### config.mk
export PLATFORM = sky130hd
export DESIGN_NAME = swdt_top
export DESIGN_NICKNAME = d
export VERILOG_FILES = /design/src/verilog/swdt_sync.v /design/src/verilog/swdt_top.v
export VERILOG_INCLUDE_DIRS = /design/src /design/src/pkg
export SDC_FILE = /design/constraint.sdc
export NUM_CORES = 1
export LEC_CHECK = 0
export ABC_AREA = 1
export BUFFER_PORTS_ARGS = -buffer_cell sky130_fd_sc_hd__buf_2
export CORE_AREA = 2 2 105 117
export CTS_CLUSTER_DIAMETER = 30
export DETAILED_ROUTE_END_ITERATION = 16
export DIE_AREA = 0 0 107 119
export GPL_TIMING_DRIVEN = 1
export PLACE_DENSITY = 0.51
export SLEW_MARGIN = 30
export SYNTH_ARGS = -nofsm -noshare
export SYNTH_HDL_FRONTEND = slang
export SYNTH_HIERARCHICAL = 1
export SYNTH_SLANG_ARGS = --single-unit
### constraint.sdc
create_clock -name clk_i -period 4.2 [get_ports clk_i]
set_input_delay 0.42 -clock clk_i [delete_from_list [all_inputs] [get_ports clk_i]]
set_output_delay 0.42 -clock clk_i [all_outputs]
set_load 0.1 [all_outputs]
### src/pkg/swdt_defs.vh
// Constants for the sleep aware watchdog timer
// Function
// - Enabled watchdog requests a system reset when the counter reaches the period.
// - Counter advances only on low frequency oscillator ticks, 1 ms base interval.
// - Mode 11: watchdog active always, also during Sleep.
// - Mode 10: watchdog active while awake, disabled during Sleep.
// - Mode 01: software enable bit turns watchdog on or off, Sleep irrelevant.
// - Mode 00 disables; software enable ignored for modes 00 and 1x.
// - Five bit period select; any reset returns it to the two second code.
// - Code 00000 prescales by 32; each step doubles, up to 2^23 at 10010.
// - Codes 10011 to 11111 act as the minimum prescale of 32.
// - Counter clears on reset, clear, Sleep entry or exit, oscillator fail, disable.
// - Internal oscillator divider changes leave the counter untouched.
// - Cleared on Sleep entry, counts in Sleep if enabled, cleared on exit.
// - Timeout during Sleep wakes the device instead of resetting it.
// - Timeout updates timeout and powerdown flags, and outside Sleep also the watchdog reset flag.
// - Control register: period select bits 5:1, enable bit 0, bits 7:6 zero.
// - Sleep entry clears the powerdown flag and sets the timeout flag.
`ifndef SWDT_DEFS_VH
`define SWDT_DEFS_VH

// Register byte offsets
`define SWDT_ADR_CTRL 4'h0
`define SWDT_ADR_PWR 4'h1
`define SWDT_ADR_STAT 4'h2
`define SWDT_ADR_IRQS 4'h3
`define SWDT_ADR_IRQC 4'h4
`define SWDT_ADR_IRQE 4'h5

// Field positions
`define SWDT_CTRL_EN 0
`define SWDT_CTRL_PS_LO 1
`define SWDT_CTRL_PS_HI 5
`define SWDT_STAT_PDN 3
`define SWDT_STAT_TMO 4
`define SWDT_PWR_WRST 4

// Reset values
`define SWDT_PS_RST 5'h0B
`define SWDT_EN_RST 1'b0

// Period decode
`define SWDT_PS_MAX 5'h12
`define SWDT_BASE_SHIFT 5'h05
`define SWDT_MIN_TERM 23'h00001F

// Mode codes
`define SWDT_MODE_OFF 2'h0
`define SWDT_MODE_SW 2'h1
`define SWDT_MODE_AWAKE 2'h2
`define SWDT_MODE_ON 2'h3

// Interrupt bits
`define SWDT_IRQ_TMO 0
`define SWDT_IRQ_WAKE 1
`define SWDT_IRQ_OSCF 2

`endif

### src/verilog/swdt_sync.v
// Two stage synchroniser with rising edge pulses
`timescale 1ns/10ps
`default_nettype none
module swdt_sync #(
   parameter W = 2
) (
   // Clock and reset
   input wire clk_i,
   input wire rst_i,
   // Asynchronous levels
   input wire [W-1:0] async_i,
   // Synchronised levels and edges
   output reg [W-1:0] level_o,
   output reg [W-1:0] rise_o
);

reg [W-1:0] meta;
reg [W-1:0] prev;

genvar g;
generate
   for (g = 0; g < W; g = g + 1) begin : g_bit
      always @(posedge clk_i) begin
         if (rst_i) begin
            meta[g] <= 1'b0;
            level_o[g] <= 1'b0;
            prev[g] <= 1'b0;
            rise_o[g] <= 1'b0;
         end else begin
            meta[g] <= async_i[g];
            level_o[g] <= meta[g];
            prev[g] <= level_o[g];
            rise_o[g] <= level_o[g] & ~prev[g];
         end
      end
   end
endgenerate

endmodule // swdt_sync
`default_nettype wire

### src/verilog/swdt_top.v
// Sleep aware watchdog timer with Wishbone registers
//
// Added by the designer: the address map and the Wishbone interface to the registers.
`timescale 1ns/10ps
`default_nettype none
`include "swdt_defs.vh"
module swdt_top (
   // Clock and reset
   input wire clk_i,
   input wire rst_i,
   // Wishbone slave
   input wire wb_cyc_i,
   input wire wb_stb_i,
   input wire wb_we_i,
   input wire [3:0] wb_adr_i,
   input wire [7:0] wb_dat_i,
   input wire wb_sel_i,
   output reg [7:0] wb_dat_o,
   output reg wb_ack_o,
   // Configuration word
   input wire [1:0] watchdog_mode_cfg_i,
   // Core events
   input wire sys_reset_i,
   input wire watchdog_clear_instr_i,
   input wire in_sleep_i,
   // Pins from the oscillator section
   input wire low_freq_osc_i,
   input wire osc_fail_i,
   // Results
   output reg wdt_reset_o,
   output reg wakeup_o,
   output reg irq_o,
   output reg timeout_flag_n_o,
   output reg powerdown_flag_n_o,
   output reg watchdog_reset_flag_n_o
);

// Oscillator tick and fail edge
wire [1:0] sync_rise;
wire osc_tick;
wire osc_fail;

swdt_sync #(
   .W(2)
) u_sync (
   .clk_i(clk_i),
   .rst_i(rst_i),
   .async_i({osc_fail_i, low_freq_osc_i}),
   .level_o(),
   .rise_o(sync_rise)
);

assign osc_tick = sync_rise[0];
assign osc_fail = sync_rise[1];

// Terminal count for a period code
function [22:0] swdt_term;
   input [4:0] ps;
   begin
      if (ps > `SWDT_PS_MAX) begin
         swdt_term = `SWDT_MIN_TERM;
      end else begin
         swdt_term = (23'h000001 << (ps + `SWDT_BASE_SHIFT)) - 23'h000001;
      end
   end
endfunction

// Whether the watchdog runs in a given mode
function swdt_active;
   input [1:0] mode;
   input sleep;
   input sw_en;
   begin
      case (mode)
         `SWDT_MODE_ON: swdt_active = 1'b1;
         `SWDT_MODE_AWAKE: swdt_active = ~sleep;
         `SWDT_MODE_SW: swdt_active = sw_en;
         default: swdt_active = 1'b0;
      endcase
   end
endfunction

// Registers
reg [4:0] period_sel;
reg sw_on;
reg [2:0] irq_stat;
reg [2:0] irq_en;
reg [22:0] count;
reg sleep_q;

wire active;
wire sleep_edge;
wire clr_cnt;
wire timeout;
wire wb_req;
wire wb_wr;
wire [2:0] irq_set;
wire [2:0] irq_clr;
wire [22:0] term;

assign active = swdt_active(watchdog_mode_cfg_i, in_sleep_i, sw_on);
assign sleep_edge = in_sleep_i ^ sleep_q;
assign term = swdt_term(period_sel);

// Wishbone handshake
assign wb_req = wb_cyc_i & wb_stb_i;
assign wb_wr = wb_req & wb_ack_o & wb_we_i & wb_sel_i;

always @(posedge clk_i) begin
   if (rst_i) begin
      wb_ack_o <= 1'b0;
   end else begin
      wb_ack_o <= wb_req & ~wb_ack_o;
   end
end

// Read data
always @(posedge clk_i) begin
   if (rst_i) begin
      wb_dat_o <= 8'h00;
   end else if (wb_req & ~wb_ack_o) begin
      case (wb_adr_i)
         `SWDT_ADR_CTRL: begin
            wb_dat_o <= {2'b00, period_sel, sw_on};
         end
         `SWDT_ADR_PWR: begin
            wb_dat_o <= {3'b000, watchdog_reset_flag_n_o, 4'h0};
         end
         `SWDT_ADR_STAT: begin
            wb_dat_o <= {3'b000, timeout_flag_n_o, powerdown_flag_n_o, 3'b000};
         end
         `SWDT_ADR_IRQS: begin
            wb_dat_o <= {5'h00, irq_stat};
         end
         `SWDT_ADR_IRQE: begin
            wb_dat_o <= {5'h00, irq_en};
         end
         default: begin
            wb_dat_o <= 8'h00;
         end
      endcase
   end
end

// Control register
always @(posedge clk_i) begin
   if (rst_i | sys_reset_i) begin
      period_sel <= `SWDT_PS_RST;
      sw_on <= `SWDT_EN_RST;
   end else if (wb_wr && wb_adr_i == `SWDT_ADR_CTRL) begin
      period_sel <= wb_dat_i[`SWDT_CTRL_PS_HI:`SWDT_CTRL_PS_LO];
      sw_on <= wb_dat_i[`SWDT_CTRL_EN];
   end
end

// Interrupt enable register
always @(posedge clk_i) begin
   if (rst_i) begin
      irq_en <= 3'h0;
   end else if (wb_wr && wb_adr_i == `SWDT_ADR_IRQE) begin
      irq_en <= wb_dat_i[2:0];
   end
end

// Sleep history
always @(posedge clk_i) begin
   if (rst_i) begin
      sleep_q <= 1'b0;
   end else begin
      sleep_q <= in_sleep_i;
   end
end

// Counter clear conditions; the divider select is not an input at all
assign clr_cnt = sys_reset_i | watchdog_clear_instr_i | sleep_edge | osc_fail | ~active;

// Prescaler and counter in one, fed only by oscillator ticks
assign timeout = active & ~clr_cnt & osc_tick & (count == term);

always @(posedge clk_i) begin
   if (rst_i) begin
      count <= 23'h000000;
   end else if (clr_cnt | timeout) begin
      count <= 23'h000000;
   end else if (osc_tick) begin
      count <= count + 23'h000001;
   end
end

// Reset request or wake pulse
always @(posedge clk_i) begin
   if (rst_i) begin
      wdt_reset_o <= 1'b0;
      wakeup_o <= 1'b0;
   end else begin
      wdt_reset_o <= timeout & ~in_sleep_i;
      wakeup_o <= timeout & in_sleep_i;
   end
end

// Status flags survive device resets
always @(posedge clk_i) begin
   if (rst_i) begin
      timeout_flag_n_o <= 1'b1;
      powerdown_flag_n_o <= 1'b1;
   end else if (timeout) begin
      timeout_flag_n_o <= 1'b0;
      powerdown_flag_n_o <= ~in_sleep_i;
   end else if (in_sleep_i & ~sleep_q) begin
      timeout_flag_n_o <= 1'b1;
      powerdown_flag_n_o <= 1'b0;
   end else if (watchdog_clear_instr_i) begin
      timeout_flag_n_o <= 1'b1;
      powerdown_flag_n_o <= 1'b1;
   end
end

// Watchdog reset flag, software rearms by writing one
always @(posedge clk_i) begin
   if (rst_i) begin
      watchdog_reset_flag_n_o <= 1'b1;
   end else if (timeout & ~in_sleep_i) begin
      watchdog_reset_flag_n_o <= 1'b0;
   end else if (wb_wr && wb_adr_i == `SWDT_ADR_PWR && wb_dat_i[`SWDT_PWR_WRST]) begin
      watchdog_reset_flag_n_o <= 1'b1;
   end
end

// Sticky interrupt status, set wins over clear
assign irq_set = {osc_fail, timeout & in_sleep_i, timeout};
assign irq_clr = (wb_wr && wb_adr_i == `SWDT_ADR_IRQC) ? wb_dat_i[2:0] : 3'h0;

always @(posedge clk_i) begin
   if (rst_i) begin
      irq_stat <= 3'h0;
   end else begin
      irq_stat <= irq_set | (irq_stat & ~irq_clr);
   end
end

always @(posedge clk_i) begin
   if (rst_i) begin
      irq_o <= 1'b0;
   end else begin
      irq_o <= |((irq_set | (irq_stat & ~irq_clr)) & irq_en);
   end
end

endmodule // swdt_top
`default_nettype wire
==> results of run 1 <==
worst paths after layout:
check	startpoint	to	slack, ps	cells after the start
max	period_sel[3]	count[13]	890	17
min reg2reg	u_sync/prev[1]	u_sync/rise_o[1]	380	1
max reg2reg	period_sel[3]	count[13]	890	17
min	osc_fail_i	u_sync/meta[1]	300	3
cell type report:
cell class	instances	area, um^2
clock buffers	12	256.5
clock inverters	4	98.84
fillers	1271	7274
inverters	80	314.1
multi-input cells	435	2258
flip-flops and latches	57	1141
well taps	154	192.7
repair buffers	36	182.7
synth_stat cells, types with 4 or more instances:
cell	count	area [um^2]
nand2_1	139	521.8
nor3_1	15	75.07
xor2_1	18	157.7
nand2_2	5	31.28
dfxtp_1	57	1141
nand3b_1	4	30.03
nand3_1	58	290.3
nor2_2	21	131.4
nand2_4	5	56.30
inv_1	71	266.5
nand4_1	26	162.7
o211ai_1	7	52.55
inv_2	7	26.28
nor2_1	68	255.2
clkbuf_1	4	15.01
nor2_4	4	45.04
nor3_2	5	50.05
a21oi_1	14	70.07
o21ai_0	17	85.08
state kept, by name, indices dropped and copies added (netlist names), 2 cells and up:
register and cells:
count 23, irq_en 3, irq_stat 3, period_sel 5
u_sync/level_o 2, u_sync/meta 2, u_sync/prev 2, u_sync/rise_o 2
wb_dat_o 6
worst min-delay path, cell delays in order:
cell and delay, ps:
buf_2 70, inv_1 30, nor2_1 60
placed cells by master (no fill, tap or decap), types with 2 or more instances in the layout:
master     synthesis  final
o211ai_1           7      7
clkbuf_16          0      9
dfxtp_1           57     57
nor3_2             5      5
ha_1               3      3
xnor2_1            2      2
inv_2              7      7
o21ai_2            3      3
a21oi_1           14     14
a31oi_1            2      2
bufinv_16          0      3
nand2_4            5      5
o21ai_0           17     17
conb_1             1      2
xor2_1            18     18
buf_2              3     35
nor2_1            68     68
nor2_4             4      4
nand3_1           58     58
nor2_2            21     21
nand2_2            5      5
a21oi_2            2      2
nor4_1             2      2
inv_1             71     71
nor3_1            15     15
nand3b_1           4      4
clkbuf_8           0      2
nand4_1           26     26
nand2_1          139    139
nand3_2            3      3
nor3b_1            2      2
routing by layer:
metal  wire, um  part of all wire
met2       4810              0.48
met4        246             0.025
met5          0                 0
met3        361             0.036
met1       4586              0.46
per-stage QoR:
| step | cells | setup WS, ps |
|---|---|---|
| final | 778 | 893.7 |
| after floorplan | 586 | 1651 |
| after global routing | 778 | 467.8 |
| after detailed placement | 762 | 891.9 |
| after CTS | 778 | 889.8 |
| after global placement | 762 | 895.7 |
power by group through the flow:
stage / logic [mW] / clock network (mW) / registers [mW]
after CTS: 0.0685 / 0.880 / 0.550
after global routing: 0.0752 / 0.909 / 0.550
after global placement: 0.0673 / 0 / 0.561
after floorplan: 0.0332 / 0 / 0.576
final: 0.0678 / 0.864 / 0.550
after detailed placement: 0.0684 / 0 / 0.561
cell families (layout without fill, tap and decap cells):
group | after synthesis | after routing | synth area share
simple gates | 360 | 360 | 0.4536
fa+ha+maj | 3 | 3 | 0.009805
flops | 57 | 57 | 0.2980
compound gates | 50 | 50 | 0.07876
buf+inv | 94 | 132 | 0.1131
xor+xnor | 20 | 20 | 0.04575
other cells | 1 | 2 | 0.0009795
==> out/results.ini, run 1 <==
[status]
outcome=finished, final reports clean

[global_route]
grt_pass1_wl_mm=17.10
first_global_vias=3633
antenna_found_initial=0
grt_max_degree=30
gr-usage-all-layers=0.1686
met3_usage=0.03558
grtUsageMet2=0.2854
gr-usage-met1=0.2078
grt_busiest_layer=met2
grt_overflow=0

[drt]
wire_per_inst_um=12.86
dr.pass1.iters=4
ant_nets=0
via_per_inst=4.801
drt_drc_violations_left=0
num_vias=3735
wl_mm=10.01
first_iter_violations=193

[pwr]
p_seq_frac=0.371
power_density_nw_per_um2=333.5
p_int_mw=1.176
leakage_nw=2.024
pwr-share-comb=0.046
pwr-share-clk=0.583
ir_drop_mv=0.3231
switching_power_uw=305.5
total_power_mw=1.482
switching_share=0.2062

[cells_and_area]
n_antenna_cell=0
post-route-util=0.3792
drive_gt1_frac=0.1747
finalNetCount=647
stdcell_area_um2=4444
area_delta_synth_final_pct=16.08

[sta]
holdWs_ps=297.7
fin_skew_ps=7.035
rsz0062_at_grt=false
slew_violations=0
fin_crit_sh=0.7872
worstMarginPinSlew_ps=635.8
max_slew_margin=0.5745
finalSetupTns_ps=0
finalHoldViolCount=0
finalSetupViolCount=0
fmax_mhz=302.5
min_period_ps=3306

[clock_tree]
path_clk_slew_ps=50
cts_tree=yes
cts_root_buf=clkbuf_16
ctsHtreeMaxLevel=3
post_cts_buffers=0
clock_tree.buffer_depth=2
numCtsBuffers=9
holdBufCountCts=0
clock_sinks=57
cts_resized=0
clk_latency_ps=320

[worst_setup_path]
start_kind=register
required_ps=4400
slowest_stage=dfxtp_1
setup.worst_path.end_class=register
path_buf_inv=0
cp_cell_sequence=nand2_1, nor2_1, nand2_1, ha_1, nand2_1, nand2_1, nand3_1, nor2_1, nand2_1, nor3_1, nand3_1, nor2_1, nand3_1, nor2_2, nand2_4, nand3_4, nor3_1
worst_path_largest_cell_delay_ps=640
path_max_fanout=23
worstPathArrival_ps=3500
cp_top_family=simple AND/OR/NAND/NOR gates
cp_common_cell=nand2_1
crit_type=reg -> reg

[yosys]
synth_ff_type=dfxtp_1
synthArstFlopShare=0
synthCells=585
ys_warn_count=6
synth-edff-count=0
ys_ff_latch=57
ys_types=42
yosysSeqAreaShare=0.2980
synth_area_per_cell_um2=6.545
synthesis.area_um2=3829

[die]
core_area_um2=11720
io_pins=40
dieArea_um2=12730
fp.dieW_um=107
die_y_um=119
fp-row-count=42
initial_utilization=0.3267

[placement]
dpl.hpwl_mm=7.956
gp_congestion=0.8743
numPortBuffers=35
postPlaceCellArea_um2=4089

[worst_hold_path]
hold_class=in -> reg

[run]
max_cap_viol_count=0

(Power assumes the default switching activity.)
==> run 2, diff against run 1 <==
ABC_AREA = 0   (was 1)
CORE_AREA = 2 2 97 109   (was 2 2 105 117)
DIE_AREA = 0 0 99 111   (was 0 0 107 119)
PLACE_DENSITY = 0.53   (was 0.51)
clock period = 2.7 ns   (was 4.2 ns; I/O delays follow)
==> run 2 against run 1 <==
  * The flow now finishes with violations (setup timing)
  * Flip-flop and latch count unchanged
  * Utilization increased by 6.9 points
  * Global-route usage increased by 0.62 points
  * Setup slack got worse by 1100 ps
  * Register-to-register slack got worse by 1100 ps
  * Non-clock buffer count increased by 61
  * Critical path depth decreased by 4
  * Highest routed layer unchanged
==> out/results.ini, run 2 <==
[status]
outcome=complete, but fails checks
violations=setup timing

[drt]
ant_nets=0
num_vias=3232
dr.pass1.iters=5
wl_mm=9.552
drt_drc_violations_left=0
first_iter_violations=221
via_per_inst=5.360
wire_per_inst_um=15.84

[worst_setup_path]
start_kind=register
path_max_fanout=7
worstPathArrival_ps=3120
required_ps=2900
crit_type=reg -> reg
setup.worst_path.end_class=register

[run]
max_cap_viol_count=0

[cells_and_area]
stdcell_area_um2=4481
final_common_cell=dfxtp_1
top_register=count
n_antenna_cell=0
largest_reg_flops=23
most-common-layout-cells=52 x dfxtp_1, 50 x buf_4, 35 x buf_2
fill_cells=971
area_delta_synth_final_pct=36.21
largestRegisters=count: 23 flops, wb_dat_o: 6 flops, period_sel: 5 flops
drive_gt1_frac=0.3271
finalNetCount=503

[yosys]
yosysSeqAreaShare=0.3469
synth.area.top_cells=dfxtp_1 35%, nor3_1 5.2%, xnor2_1 4.8%
synth-edff-count=0
ys_top_cells_by_count=57 x dfxtp_1, 34 x nor3_1, 29 x nand2_1, 26 x nor2_1, 21 x nand3_1
synth_area_per_cell_um2=8.244
ys_ff_latch=57
synth_ff_type=dfxtp_1
yosysTopAreaCellShare=0.3469
synth_most_common_cell=dfxtp_1
ys_warn_count=6
synthCells=399
synth_largest_area_cell=dfxtp_1
synthesis.area_um2=3289
synthArstFlopShare=0
ys_types=63

[die]
dieArea_um2=10990
io_pins=40
fp-row-count=39
fp.dieW_um=99
initial_utilization=0.3288
core_area_um2=10000
die_y_um=111

[clock_tree]
path_clk_slew_ps=50
ctsHtreeMaxLevel=3
clock_sinks=57
numCtsBuffers=9
cts_root_buf=clkbuf_16
holdBufCountCts=0
cts_tree=yes
clk_latency_ps=330
clock_tree.buffer_depth=2

[sta]
rsz0062_at_grt=true
fmax_mhz=343.1
max_slew_margin=0.5694
worst_slack_ps=-214.5
worstMarginPinSlew_ps=645.9
min_period_ps=2914
slew_violations=0
fin_crit_sh=1.079
finalHoldViolCount=0
holdWs_ps=144.4
finalSetupViolCount=30
fin_skew_ps=6.204

[placement]
place_ws_ps=-252.2
postPlaceCellArea_um2=3841
gp_congestion=0.8862
numPortBuffers=35
dpl.hpwl_mm=6.522

[global_route]
grt_pass1_wl_mm=15.21
first_global_vias=3157
antenna_found_initial=0
grt_max_degree=35
grt_overflow=0
gr-usage-all-layers=0.1748

[worst_hold_path]
hold_class=in -> reg

[pwr]
power_density_nw_per_um2=448.9
ir_drop_mv=0.3952
leakage_nw=1.760

## run 2: changes by cell type in the layout (fill, tap and decap cells not counted), moves of 16 or more
cell	before	now
nor2_1	68	25
nor2_2	21	0
nand3_1	58	21
inv_1	71	10
nand4_1	26	8
nand2_1	139	27
nor3_1	15	31
buf_4	1	50
xnor2_1	2	18
## run 2: cells by family (layout without fill, tap and decap cells)
| group | Yosys count | in the layout | share of synthesized area |
|---|---|---|---|
| xor+xnor | 36 | 36 | 0.09585 |
| other cells | 1 | 2 | 0.001140 |
| flops | 57 | 57 | 0.3469 |
| simple gates | 177 | 177 | 0.2940 |
| mux | 11 | 11 | 0.03347 |
| fa+ha+maj | 3 | 3 | 0.01141 |
| compound gates | 71 | 71 | 0.1537 |
| buf+inv | 43 | 123 | 0.06352 |
## run 2: path summary, 6_finish.rpt
path / from / end / slack (ps) / cells after the start
max: period_sel[4] / count[19] / -210 / 13
min: low_freq_osc_i / u_sync/meta[0] / 140 / 2
max reg2reg: period_sel[4] / count[19] / -210 / 13
min reg2reg: u_sync/prev[1] / u_sync/rise_o[1] / 420 / 1
## run 2: cell type report
class	instances	area [um^2]	area share
clock buffer	10	239.0	0.05334
timing repair buffer	97	721.9	0.1611
multi-input combinational	300	2140	0.4775
inverter	10	37.54	0.008378
clock inverter	6	41.29	0.009215
sequential	57	1147	0.2561
tap	123	153.9	0.03435
## run 2: through the flow
stage / util / power (mW) / cells / TNS (ps)
6_report: 0.4479 / 2.011 / 603 / -5391
5_1_grt: 0.4479 / 2.091 / 603 / -9862
4_1_cts: 0.4235 / 2.039 / 593 / -4729
3_5_place_dp: 0.3840 / 0.9680 / 572 / -6781
3_3_place_gp: 0.3840 / 0.9671 / 572 / -7341
2_1_floorplan: - / 0.9332 / 400 / -7689
## run 2: per-layer routing
metal,track usage,routed length (um),vias up
met3,0.03972,395,20
met1,0.2081,4205,1533
met4,0.07763,297,0
li1,-,-,1595
met2,0.2973,4653,84
met5,0,0,-
## run 2: what timing repair did
| action | in CTS | in global routing |
|---|---|---|
| setup endpoints to repair | 31 | 31 |
| cloned | 0 | 3 |
| setup buffers | 5 | 7 |
| gates resized for setup | 20 | 28 |
| pin swaps | 5 | 4 |
## run 2: critical path, stage by stage (launching register included)
cell	delay [ps]
dfxtp_2	350
nand2_2	60
or3_4	370
ha_4	210
buf_4	150
nor4bb_2	330
a221oi_2	120
o32ai_2	170
xor2_1	120
nor4_2	150
buf_4	170
and4b_4	340
clkbuf_16	180
nor3_1	50
## run 2: power breakdown
group / switching, mW / internal (mW) / total, mW
combinational: 0.0659 / 0.0318 / 0.0977
sequential: 0.00484 / 0.850 / 0.855
clock: 0.415 / 0.644 / 1.06
total: 0.486 / 1.53 / 2.01
